$ cat src/design/comparator_map.svh
// Register offsets, field positions, reset values and timing counts of the comparator.
`ifndef COMPARATOR_MAP_SVH
`define COMPARATOR_MAP_SVH

// Register indices; the byte address is four times the index.
`define CMP_IDX_CONTROL    3'h0
`define CMP_IDX_MUX        3'h2
`define CMP_IDX_IRQ_ENABLE 3'h6
`define CMP_IDX_STATUS     3'h7

// Control register fields.
`define CMP_CTRL_ENABLE    0
`define CMP_CTRL_HYST_LO   1
`define CMP_CTRL_HYST_HI   2
`define CMP_CTRL_LOWCUR    3
`define CMP_CTRL_EDGE_LO   4
`define CMP_CTRL_EDGE_HI   5
`define CMP_CTRL_PADEN     6
`define CMP_CTRL_STDBYRUN  7

// Multiplexer register fields.
`define CMP_MUX_NEG_LO     0
`define CMP_MUX_NEG_HI     1
`define CMP_MUX_INVERT     7

// Interrupt enable and status fields.
`define CMP_IRQ_BIT        0
`define CMP_STAT_STATE     4

// Reset values.
`define CMP_CONTROL_RESET  8'h00
`define CMP_MUX_RESET      8'h00
`define CMP_IRQEN_RESET    8'h00

// Bus answers.
`define CMP_RESP_OKAY      2'h0
`define CMP_RESP_SLVERR    2'h2

// Start-up times in nanoseconds and the clock rate in hertz.
`define CMP_CORE_START_NS  2500
`define CMP_VREF_START_NS  60000
`define CMP_CLK_HZ         10000000
`define CMP_CLK_PERIOD_NS  (1000000000 / `CMP_CLK_HZ)
`define CMP_CORE_START_CYC ((`CMP_CORE_START_NS + `CMP_CLK_PERIOD_NS - 1) / `CMP_CLK_PERIOD_NS)
`define CMP_VREF_START_CYC ((`CMP_VREF_START_NS + `CMP_CLK_PERIOD_NS - 1) / `CMP_CLK_PERIOD_NS)

`endif

$ cat src/design/comparator_pkg.sv
// Types shared by the comparator control logic and its users.
package comparator_pkg;

  // Sleep state reported by the power manager.
  typedef enum logic [1:0] {
    SLEEP_ACTIVE  = 2'b00,
    SLEEP_IDLE    = 2'b01,
    SLEEP_STANDBY = 2'b10,
    SLEEP_PDOWN   = 2'b11
  } sleep_mode_t;

  // Result edges that set the interrupt flag.
  typedef enum logic [1:0] {
    EDGE_ANY     = 2'b00,
    EDGE_RSVD    = 2'b01,
    EDGE_FALLING = 2'b10,
    EDGE_RISING  = 2'b11
  } irq_edge_select_t;

  // Negative input sources.
  typedef enum logic [1:0] {
    NEG_PIN_ZERO = 2'b00,
    NEG_RSVD     = 2'b01,
    NEG_VREF     = 2'b10,
    NEG_DAC      = 2'b11
  } negative_source_select_t;

endpackage

$ cat src/design/comparator_control_logic.sv
// Digital control of one voltage comparator with an AXI4-Lite register bank.
//
// Operation
// - Control bit 0 switches the comparator on; clear keeps it off.
// - Result invalid for 2.5us after enable, 60us when reference selected.
// - Edge field: 0 both edges, 2 falling, 3 rising, 1 reserved.
// - A selected result edge sets the interrupt flag in status.
// - Interrupt request is high while enable and flag are both set.
// - Interrupt enable register at index 6 (byte address 0x18) holds the interrupt enable bit.
// - Writing one to the status flag clears it; zero leaves it.
// - Status state bit shows the result through a 3-cycle synchroniser.
// - Invert bit 7 of mux control inverts the result for every consumer.
// - Negative select: 0 pin, 2 reference, 3 DAC, 1 reserved.
// - Control bit 6 drives the result onto the output pad.
// - Control bit 3 puts the core into low-current, slower operation.
// - Hysteresis field: 0 off, 1 10mV, 2 25mV, 3 50mV.
// - While enabled the result is given continuously as an event.
// - In idle sleep everything keeps working as in active mode.
// - Standby halts unless run bit set; then status frozen without clock.
// - Power-down disables comparator and pad regardless of configuration.
// - Debug halt does not change comparator operation.
//
// Design decision made here: the AXI4-Lite slave port.
`timescale 1ns/1ns
`include "comparator_map.svh"

module comparator_control_logic #(
  parameter int ADDR_W = 5
) (
  input  wire logic                                    ref_clk,
  input  wire logic                                    rst,
  input  wire logic                                    clkEn,
  // AXI4-Lite slave.
  input  wire logic [ADDR_W-1:0]                       s_axi_awaddr,
  input  wire logic                                    s_axi_awvalid,
  output logic                                         s_axi_awready,
  input  wire logic [31:0]                             s_axi_wdata,
  input  wire logic [3:0]                              s_axi_wstrb,
  input  wire logic                                    s_axi_wvalid,
  output logic                                         s_axi_wready,
  output logic [1:0]                                   s_axi_bresp,
  output logic                                         s_axi_bvalid,
  input  wire logic                                    s_axi_bready,
  input  wire logic [ADDR_W-1:0]                       s_axi_araddr,
  input  wire logic                                    s_axi_arvalid,
  output logic                                         s_axi_arready,
  output logic [31:0]                                  s_axi_rdata,
  output logic [1:0]                                   s_axi_rresp,
  output logic                                         s_axi_rvalid,
  input  wire logic                                    s_axi_rready,
  // System state.
  input  wire comparator_pkg::sleep_mode_t             sleepMode,
  input  wire logic                                    perClkRequested,
  // Analog core.
  input  wire logic                                    coreResult,
  output logic                                         coreEnable,
  output logic                                         coreLowCurrent,
  output logic [1:0]                                   hysteresisSelect,
  output comparator_pkg::negative_source_select_t      negativeSourceSelect,
  output logic                                         positiveSourceSelect,
  output logic                                         vrefRequest,
  output logic                                         resultValid,
  // Consumers of the result.
  output logic                                         eventOut,
  output logic                                         padOut,
  output logic                                         padDriveEnable,
  output logic                                         irqOut
);
  import comparator_pkg::*;

  // Index of a register from a byte address.
  function automatic logic [2:0] regIndex(input logic [ADDR_W-1:0] addr);
    regIndex = addr[4:2];
  endfunction

  // True for indices that hold a register.
  function automatic logic isMapped(input logic [2:0] idx);
    isMapped = (idx == `CMP_IDX_CONTROL) || (idx == `CMP_IDX_MUX) ||
               (idx == `CMP_IDX_IRQ_ENABLE) || (idx == `CMP_IDX_STATUS);
  endfunction

  localparam logic [9:0] CoreStartCyc = 10'(`CMP_CORE_START_CYC);
  localparam logic [9:0] VrefStartCyc = 10'(`CMP_VREF_START_CYC);

  logic [7:0]        controlQ;
  logic [7:0]        muxQ;
  logic              irqEnableQ;
  logic              flagQ;
  logic              flagD;
  logic              awHeldQ;
  logic              wHeldQ;
  logic [2:0]        wIdxQ;
  logic [7:0]        wDataQ;
  logic              wLaneQ;
  logic              doWrite;
  logic              sync1Q;
  logic              sync2Q;
  logic              stateQ;
  logic              prevQ;
  logic              inverted;
  logic              coreOn;
  logic              statusRuns;
  logic              edgeHit;
  logic [9:0]        startCntQ;
  logic              validQ;
  irq_edge_select_t  edgeSel;

  // Sleep handling; debug halt has no input because it changes nothing.
  // Idle is treated exactly like active.
  always_comb begin
    coreOn = controlQ[`CMP_CTRL_ENABLE];
    case (sleepMode)
      SLEEP_ACTIVE:  coreOn = controlQ[`CMP_CTRL_ENABLE];
      SLEEP_IDLE:    coreOn = controlQ[`CMP_CTRL_ENABLE];
      SLEEP_STANDBY: coreOn = controlQ[`CMP_CTRL_ENABLE] &
                              controlQ[`CMP_CTRL_STDBYRUN];
      SLEEP_PDOWN:   coreOn = 1'b0;
      default:       coreOn = 1'b0;
    endcase
  end

  // Status and flag setting stop only in standby without a peripheral clock request.
  assign statusRuns = (sleepMode != SLEEP_STANDBY) | perClkRequested;

  assign edgeSel = irq_edge_select_t'(controlQ[`CMP_CTRL_EDGE_HI:`CMP_CTRL_EDGE_LO]);

  // Edge detection on the inverted, synchronised result.
  always_comb begin
    case (edgeSel)
      EDGE_ANY:     edgeHit = stateQ ^ prevQ;
      EDGE_FALLING: edgeHit = prevQ & ~stateQ;
      EDGE_RISING:  edgeHit = stateQ & ~prevQ;
      default:      edgeHit = 1'b0; // Reserved code sets nothing.
    endcase
  end

  // The set wins over a software clear in the same cycle.
  always_comb begin
    flagD = flagQ;
    if (doWrite && wLaneQ && (wIdxQ == `CMP_IDX_STATUS) && wDataQ[`CMP_IRQ_BIT]) begin
      flagD = 1'b0;
    end
    if (coreOn && validQ && statusRuns && edgeHit) begin
      flagD = 1'b1;
    end
  end

  // Synchroniser; the first stage feeds only the second.
  always_ff @(posedge ref_clk) begin
    if (rst) begin
      sync1Q <= 1'b0;
      sync2Q <= 1'b0;
    end else if (clkEn) begin
      sync1Q <= coreResult;
      sync2Q <= sync1Q;
    end
  end

  // Inversion sits before every consumer.
  assign inverted = sync2Q ^ muxQ[`CMP_MUX_INVERT];

  // Third stage is the status state; it holds while the clock is withheld.
  always_ff @(posedge ref_clk) begin
    if (rst) begin
      stateQ <= 1'b0;
      prevQ  <= 1'b0;
    end else if (clkEn && statusRuns) begin
      stateQ <= inverted;
      prevQ  <= stateQ;
    end
  end

  // Start-up guard; the reference path needs far longer than the core.
  always_ff @(posedge ref_clk) begin
    if (rst) begin
      startCntQ <= 10'h000;
      validQ    <= 1'b0;
    end else if (clkEn) begin
      if (!coreOn) begin
        startCntQ <= 10'h000;
        validQ    <= 1'b0;
      end else if (!validQ) begin
        if (startCntQ >= ((negativeSourceSelect == NEG_VREF) ? VrefStartCyc : CoreStartCyc)
            - 10'h001) begin
          validQ <= 1'b1;
        end else begin
          startCntQ <= startCntQ + 10'h001;
        end
      end
    end
  end

  // Flag and request; the request follows the flag and the enable.
  always_ff @(posedge ref_clk) begin
    if (rst) begin
      flagQ  <= 1'b0;
      irqOut <= 1'b0;
    end else if (clkEn) begin
      flagQ  <= flagD;
      irqOut <= flagD & irqEnableQ;
    end
  end

  // Core controls, pad and event; an invalid result is not passed on.
  always_ff @(posedge ref_clk) begin
    if (rst) begin
      coreEnable           <= 1'b0;
      coreLowCurrent       <= 1'b0;
      hysteresisSelect     <= 2'b00;
      negativeSourceSelect <= NEG_PIN_ZERO;
      positiveSourceSelect <= 1'b0;
      vrefRequest          <= 1'b0;
      resultValid          <= 1'b0;
      eventOut             <= 1'b0;
      padOut               <= 1'b0;
      padDriveEnable       <= 1'b0;
    end else if (clkEn) begin
      coreEnable           <= coreOn;
      coreLowCurrent       <= controlQ[`CMP_CTRL_LOWCUR];
      hysteresisSelect     <= controlQ[`CMP_CTRL_HYST_HI:`CMP_CTRL_HYST_LO];
      negativeSourceSelect <= negative_source_select_t'(
                                muxQ[`CMP_MUX_NEG_HI:`CMP_MUX_NEG_LO]);
      positiveSourceSelect <= 1'b0; // Only positive pin zero exists.
      vrefRequest          <= coreOn & (negativeSourceSelect == NEG_VREF);
      resultValid          <= validQ;
      eventOut             <= coreOn & validQ & inverted;
      padOut               <= coreOn & validQ & inverted;
      padDriveEnable       <= coreOn & controlQ[`CMP_CTRL_PADEN];
    end
  end

  // Write channel: address and data are taken in either order, then answered.
  assign doWrite = awHeldQ & wHeldQ & ~s_axi_bvalid;

  always_ff @(posedge ref_clk) begin
    if (rst) begin
      awHeldQ       <= 1'b0;
      wHeldQ        <= 1'b0;
      wIdxQ         <= 3'h0;
      wDataQ        <= 8'h00;
      wLaneQ        <= 1'b0;
      s_axi_awready <= 1'b0;
      s_axi_wready  <= 1'b0;
      s_axi_bvalid  <= 1'b0;
      s_axi_bresp   <= `CMP_RESP_OKAY;
    end else if (clkEn) begin
      s_axi_awready <= ~awHeldQ & ~s_axi_bvalid & ~(s_axi_awvalid & s_axi_awready);
      s_axi_wready  <= ~wHeldQ & ~s_axi_bvalid & ~(s_axi_wvalid & s_axi_wready);
      if (s_axi_awvalid && s_axi_awready) begin
        awHeldQ <= 1'b1;
        wIdxQ   <= regIndex(s_axi_awaddr);
      end
      if (s_axi_wvalid && s_axi_wready) begin
        wHeldQ <= 1'b1;
        wDataQ <= s_axi_wdata[7:0];
        wLaneQ <= s_axi_wstrb[0];
      end
      if (doWrite) begin
        awHeldQ      <= 1'b0;
        wHeldQ       <= 1'b0;
        s_axi_bvalid <= 1'b1;
        s_axi_bresp  <= isMapped(wIdxQ) ? `CMP_RESP_OKAY : `CMP_RESP_SLVERR;
      end else if (s_axi_bvalid && s_axi_bready) begin
        s_axi_bvalid <= 1'b0;
      end
    end
  end

  // Register storage; software is trusted to enable last.
  always_ff @(posedge ref_clk) begin
    if (rst) begin
      controlQ   <= `CMP_CONTROL_RESET;
      muxQ       <= `CMP_MUX_RESET;
      irqEnableQ <= 1'b0;
    end else if (clkEn && doWrite && wLaneQ) begin
      case (wIdxQ)
        `CMP_IDX_CONTROL:    controlQ   <= wDataQ;
        `CMP_IDX_MUX:        muxQ       <= wDataQ & 8'h83;
        `CMP_IDX_IRQ_ENABLE: irqEnableQ <= wDataQ[`CMP_IRQ_BIT];
        default:             irqEnableQ <= irqEnableQ;
      endcase
    end
  end

  // Read channel: one read at a time, answered one cycle after it is taken.
  always_ff @(posedge ref_clk) begin
    if (rst) begin
      s_axi_arready <= 1'b0;
      s_axi_rvalid  <= 1'b0;
      s_axi_rdata   <= 32'h0000_0000;
      s_axi_rresp   <= `CMP_RESP_OKAY;
    end else if (clkEn) begin
      s_axi_arready <= ~s_axi_rvalid & ~(s_axi_arvalid & s_axi_arready);
      if (s_axi_arvalid && s_axi_arready) begin
        s_axi_rvalid <= 1'b1;
        s_axi_rresp  <= isMapped(regIndex(s_axi_araddr)) ? `CMP_RESP_OKAY
                                                         : `CMP_RESP_SLVERR;
        case (regIndex(s_axi_araddr))
          `CMP_IDX_CONTROL:    s_axi_rdata <= {24'h000000, controlQ};
          `CMP_IDX_MUX:        s_axi_rdata <= {24'h000000, muxQ};
          `CMP_IDX_IRQ_ENABLE: s_axi_rdata <= {31'h00000000, irqEnableQ};
          `CMP_IDX_STATUS:     s_axi_rdata <= {27'h0000000, stateQ, 3'h0, flagQ};
          default:             s_axi_rdata <= 32'h0000_0000;
        endcase
      end else if (s_axi_rvalid && s_axi_rready) begin
        s_axi_rvalid <= 1'b0;
      end
    end
  end

endmodule

$ cat config.mk
export PLATFORM = sky130hd
export DESIGN_NAME = comparator_control_logic
export DESIGN_NICKNAME = d
export VERILOG_FILES = /design/src/design/comparator_pkg.sv /design/src/design/comparator_control_logic.sv
export VERILOG_INCLUDE_DIRS = /design/src /design/src/design
export SDC_FILE = /design/constraint.sdc
export NUM_CORES = 1
export LEC_CHECK = 0
export ABC_AREA = 1
export BUFFER_PORTS_ARGS = -buffer_cell sky130_fd_sc_hd__buf_4
export CAP_MARGIN = 20
export CELL_PAD_IN_SITES_DETAIL_PLACEMENT = 1
export CELL_PAD_IN_SITES_GLOBAL_PLACEMENT = 1
export CORE_AREA = 2 2 100 102
export CTS_CLUSTER_SIZE = 25
export DETAILED_ROUTE_END_ITERATION = 8
export DIE_AREA = 0 0 102 104
export PLACE_DENSITY_LB_ADDON = 0.12
export SYNTH_ARGS = -nofsm -noshare
export SYNTH_HDL_FRONTEND = slang
export SYNTH_SLANG_ARGS = --single-unit
$ cat constraint.sdc
create_clock -name ref_clk -period 2.5 [get_ports ref_clk]
set_clock_uncertainty 0.2 [all_clocks]
set_input_delay 0.5 -clock ref_clk [delete_from_list [all_inputs] [get_ports ref_clk]]
set_output_delay 0.5 -clock ref_clk [all_outputs]
set_load 0.03 [all_outputs]
==> results.toml <==
[setup_path]
path_class = "register to register"
slowest_stage = "dfxtp_1"
required_ns = 2.58
critPathMostFrequentCell = "nor2_1"
cp_num_buf_inv = 2
cp_top_family = "simple AND/OR/NAND/NOR gates"
arrival_ns = 2.20
path_cells = "inv_2, nand2_2, ha_1, inv_1, o21bai_1, nor2_1, nand4_1, nor2_1, nand2_1, a21oi_2"
cp-start-kind = "register"
cp-end-kind = "register"
crit_path_max_fanout = 6
cp_slowest_stage_delay_ns = 0.38

[hold_path]
hp-class = "input pin to register"

[timing]
finalCritPeriodShare_pct = 84.9
hold_viol = 0
max_freq_ghz = 0.471
fin_ws_ns = 0.377
rsz0062_at_grt = "no"
min_period_ns = 2.12
setup_violations = 0
slew_violations = 0
setup-tns-final_ns = 0

[placed_design]
hpwl_um = 6410
dpl.cell_count = 614
portBuffers = 53
post-place-ws_ns = 0.358
gp_congestion = 0.793

[synth]
yosysTopAreaCell = "dfxtp_1"
async_reset_ff_share_pct = 0
avgSynthCellArea_sq_um = 7.46
netlist_area_sq_mm = 0.00324
synth_cells = 434
synth_top_area_share_pct = 42.1
yosysWarnings = 0
ys.flop_type = "dfxtp_1"
synthTopCellsByArea = "dfxtp_1, a21oi_1, o21ai_0"
ys_ff_latch = 68
netlist_top_cells_count = "dfxtp_1, nand2_1, a21oi_1"
ys_seq_area_share_pct = 42.1
synth_edf_count = 0
synth_cell_types = 38
synth.most_common_cell = "dfxtp_1"

[route]
route.detailed.drc = 0
via_count = 2890
ant_nets = 0
vias_per_cell = 4.59
wirelength_um = 8220
firstDrtPassIters = 4
wl_per_cell_um = 13.1
drt_iter0_drc = 53

[clock_tree]
cts_setup_buffers = 0
clock_sinks = 68
clk_pin_slew_worst_paths_ns = 0.08
insertion_delay_ns = 0.34
cts_made_buffers = 9
root_buffer = "clkbuf_8"
cts_tree = "yes"
cts.path.max_buffers = 2
cts.hold.buffers_added = 0
htree_levels = 3
post_cts_resized = 0

[layout]
drive_above_1_share_pct = 20.1
fin_cells = 630
syn2layout_area_growth_pct = 20.5
nNetsFinal = 557
antennaDiodeCount = 0

[floorplan]
die-height_um = 104
start_util_pct = 33.9
coreArea_sq_mm = 0.00955
die_w_um = 102
num_rows = 36
io_pins = 112
die_area_sq_mm = 0.0106

[power]
power_density_mw_per_mm2 = 593
worst_ir_drop_vdd_v = 0.000284
leakage_nw = 1.62
finalPower_mw = 2.31

[grt]
grt_pass1_wl_um = 13500
antenna_found_initial = 0
track_usage_pct = 16.0
grt_overflow = 0
grt_max_degree = 30
first_global_vias = 2725

[flow_run]
maxCapViolCount = 0

[outcome]
status = "finished clean"
## sequential cells by signal (all words and copies together), names as in the netlist, 2 cells and up
register              cells
startCntQ                10
negativeSourceSelect      2
wIdxQ                     3
wDataQ                    8
muxQ                      3
controlQ                  8
hysteresisSelect          2
s_axi_rdata               8
## area by class of cell
type	instances	area, sq um
fill	1219	5650
multi-input combinational	295	1500
sequential	68	1360
timing repair buffer	62	465
inverter	56	210
tap	133	166
clock buffer	9	124
clock inverter	7	75.1
## placed cells by master, fill, tap and decap left out, drive strengths merged
cell,netlist,final
clkinv,0,2
nor4,1,1
nand4,8,8
o21bai,2,2
inv,56,57
a32oi,1,1
xor2,3,3
nand2,62,62
a2111oi,1,1
a21oi,53,53
clkinvlp,0,3
buf,33,62
or3b,1,1
bufinv,0,1
dfxtp,68,68
a22oi,4,4
nor3,5,5
o22ai,2,2
conb,1,27
nor2,46,46
nor3b,1,1
ha,7,7
a31oi,1,1
o32ai,2,2
nand3,20,20
o21ai,46,46
clkbuf,8,9
o31ai,2,2
## worst paths after layout
kind	depth (start not counted)	slack, ns	endpoint	start
max reg2reg	10	0.38	startCntQ[8]	negativeSourceSelect[0]
max	10	0.38	startCntQ[8]	negativeSourceSelect[0]
min reg2reg	2	0.25	wDataQ[5]	wDataQ[5]
min	3	0.19	sync1Q	coreResult
## power breakdown
| part | total, mW | internal (mW) | switching [mW] |
|---|---|---|---|
| clock network | 0.912 | 0.464 | 0.448 |
| registers | 1.13 | 1.11 | 0.0215 |
| logic | 0.268 | 0.0856 | 0.182 |
| total | 2.31 | 1.66 | 0.652 |
## routing by layer
metal  GRT usage (%)  vias up  routed length (um)
met5               0        -                   0
met4            5.43        0                  72
met3            2.76        7                 356
met2            23.0       69                3450
met1            23.8     1316                4350
li1                -     1498                   -
## metrics by stage
stage / instance area, sq um / util (%) / hold WS [ns]
finish: 3900 / 40.9 / 0.194
floorplan: 3330 / - / 0.220
global placement: 3700 / 38.8 / 0.231
global route: 3900 / 40.9 / 0.210
detailed placement: 3700 / 38.8 / 0.239
CTS: 3900 / 40.9 / 0.180
## kinds of logic after synthesis
logic type	synth area share (%)
xor+xnor	0.812
flops	42.1
buf+inv	14.7
other cells	0.116
fa+ha+maj	2.71
compound gates	19.1
simple gates	20.6
## worst reg2reg max path: stages (launching register included)
cell and delay [ns]:
dfxtp_1 0.38, inv_2 0.06, nand2_2 0.15, ha_1 0.29, inv_1 0.07, o21bai_1 0.06, nor2_1 0.18, nand4_1 0.15
nor2_1 0.27, nand2_1 0.11, a21oi_2 0.14
No activity file was read; power rests on OpenSTA's default activity.
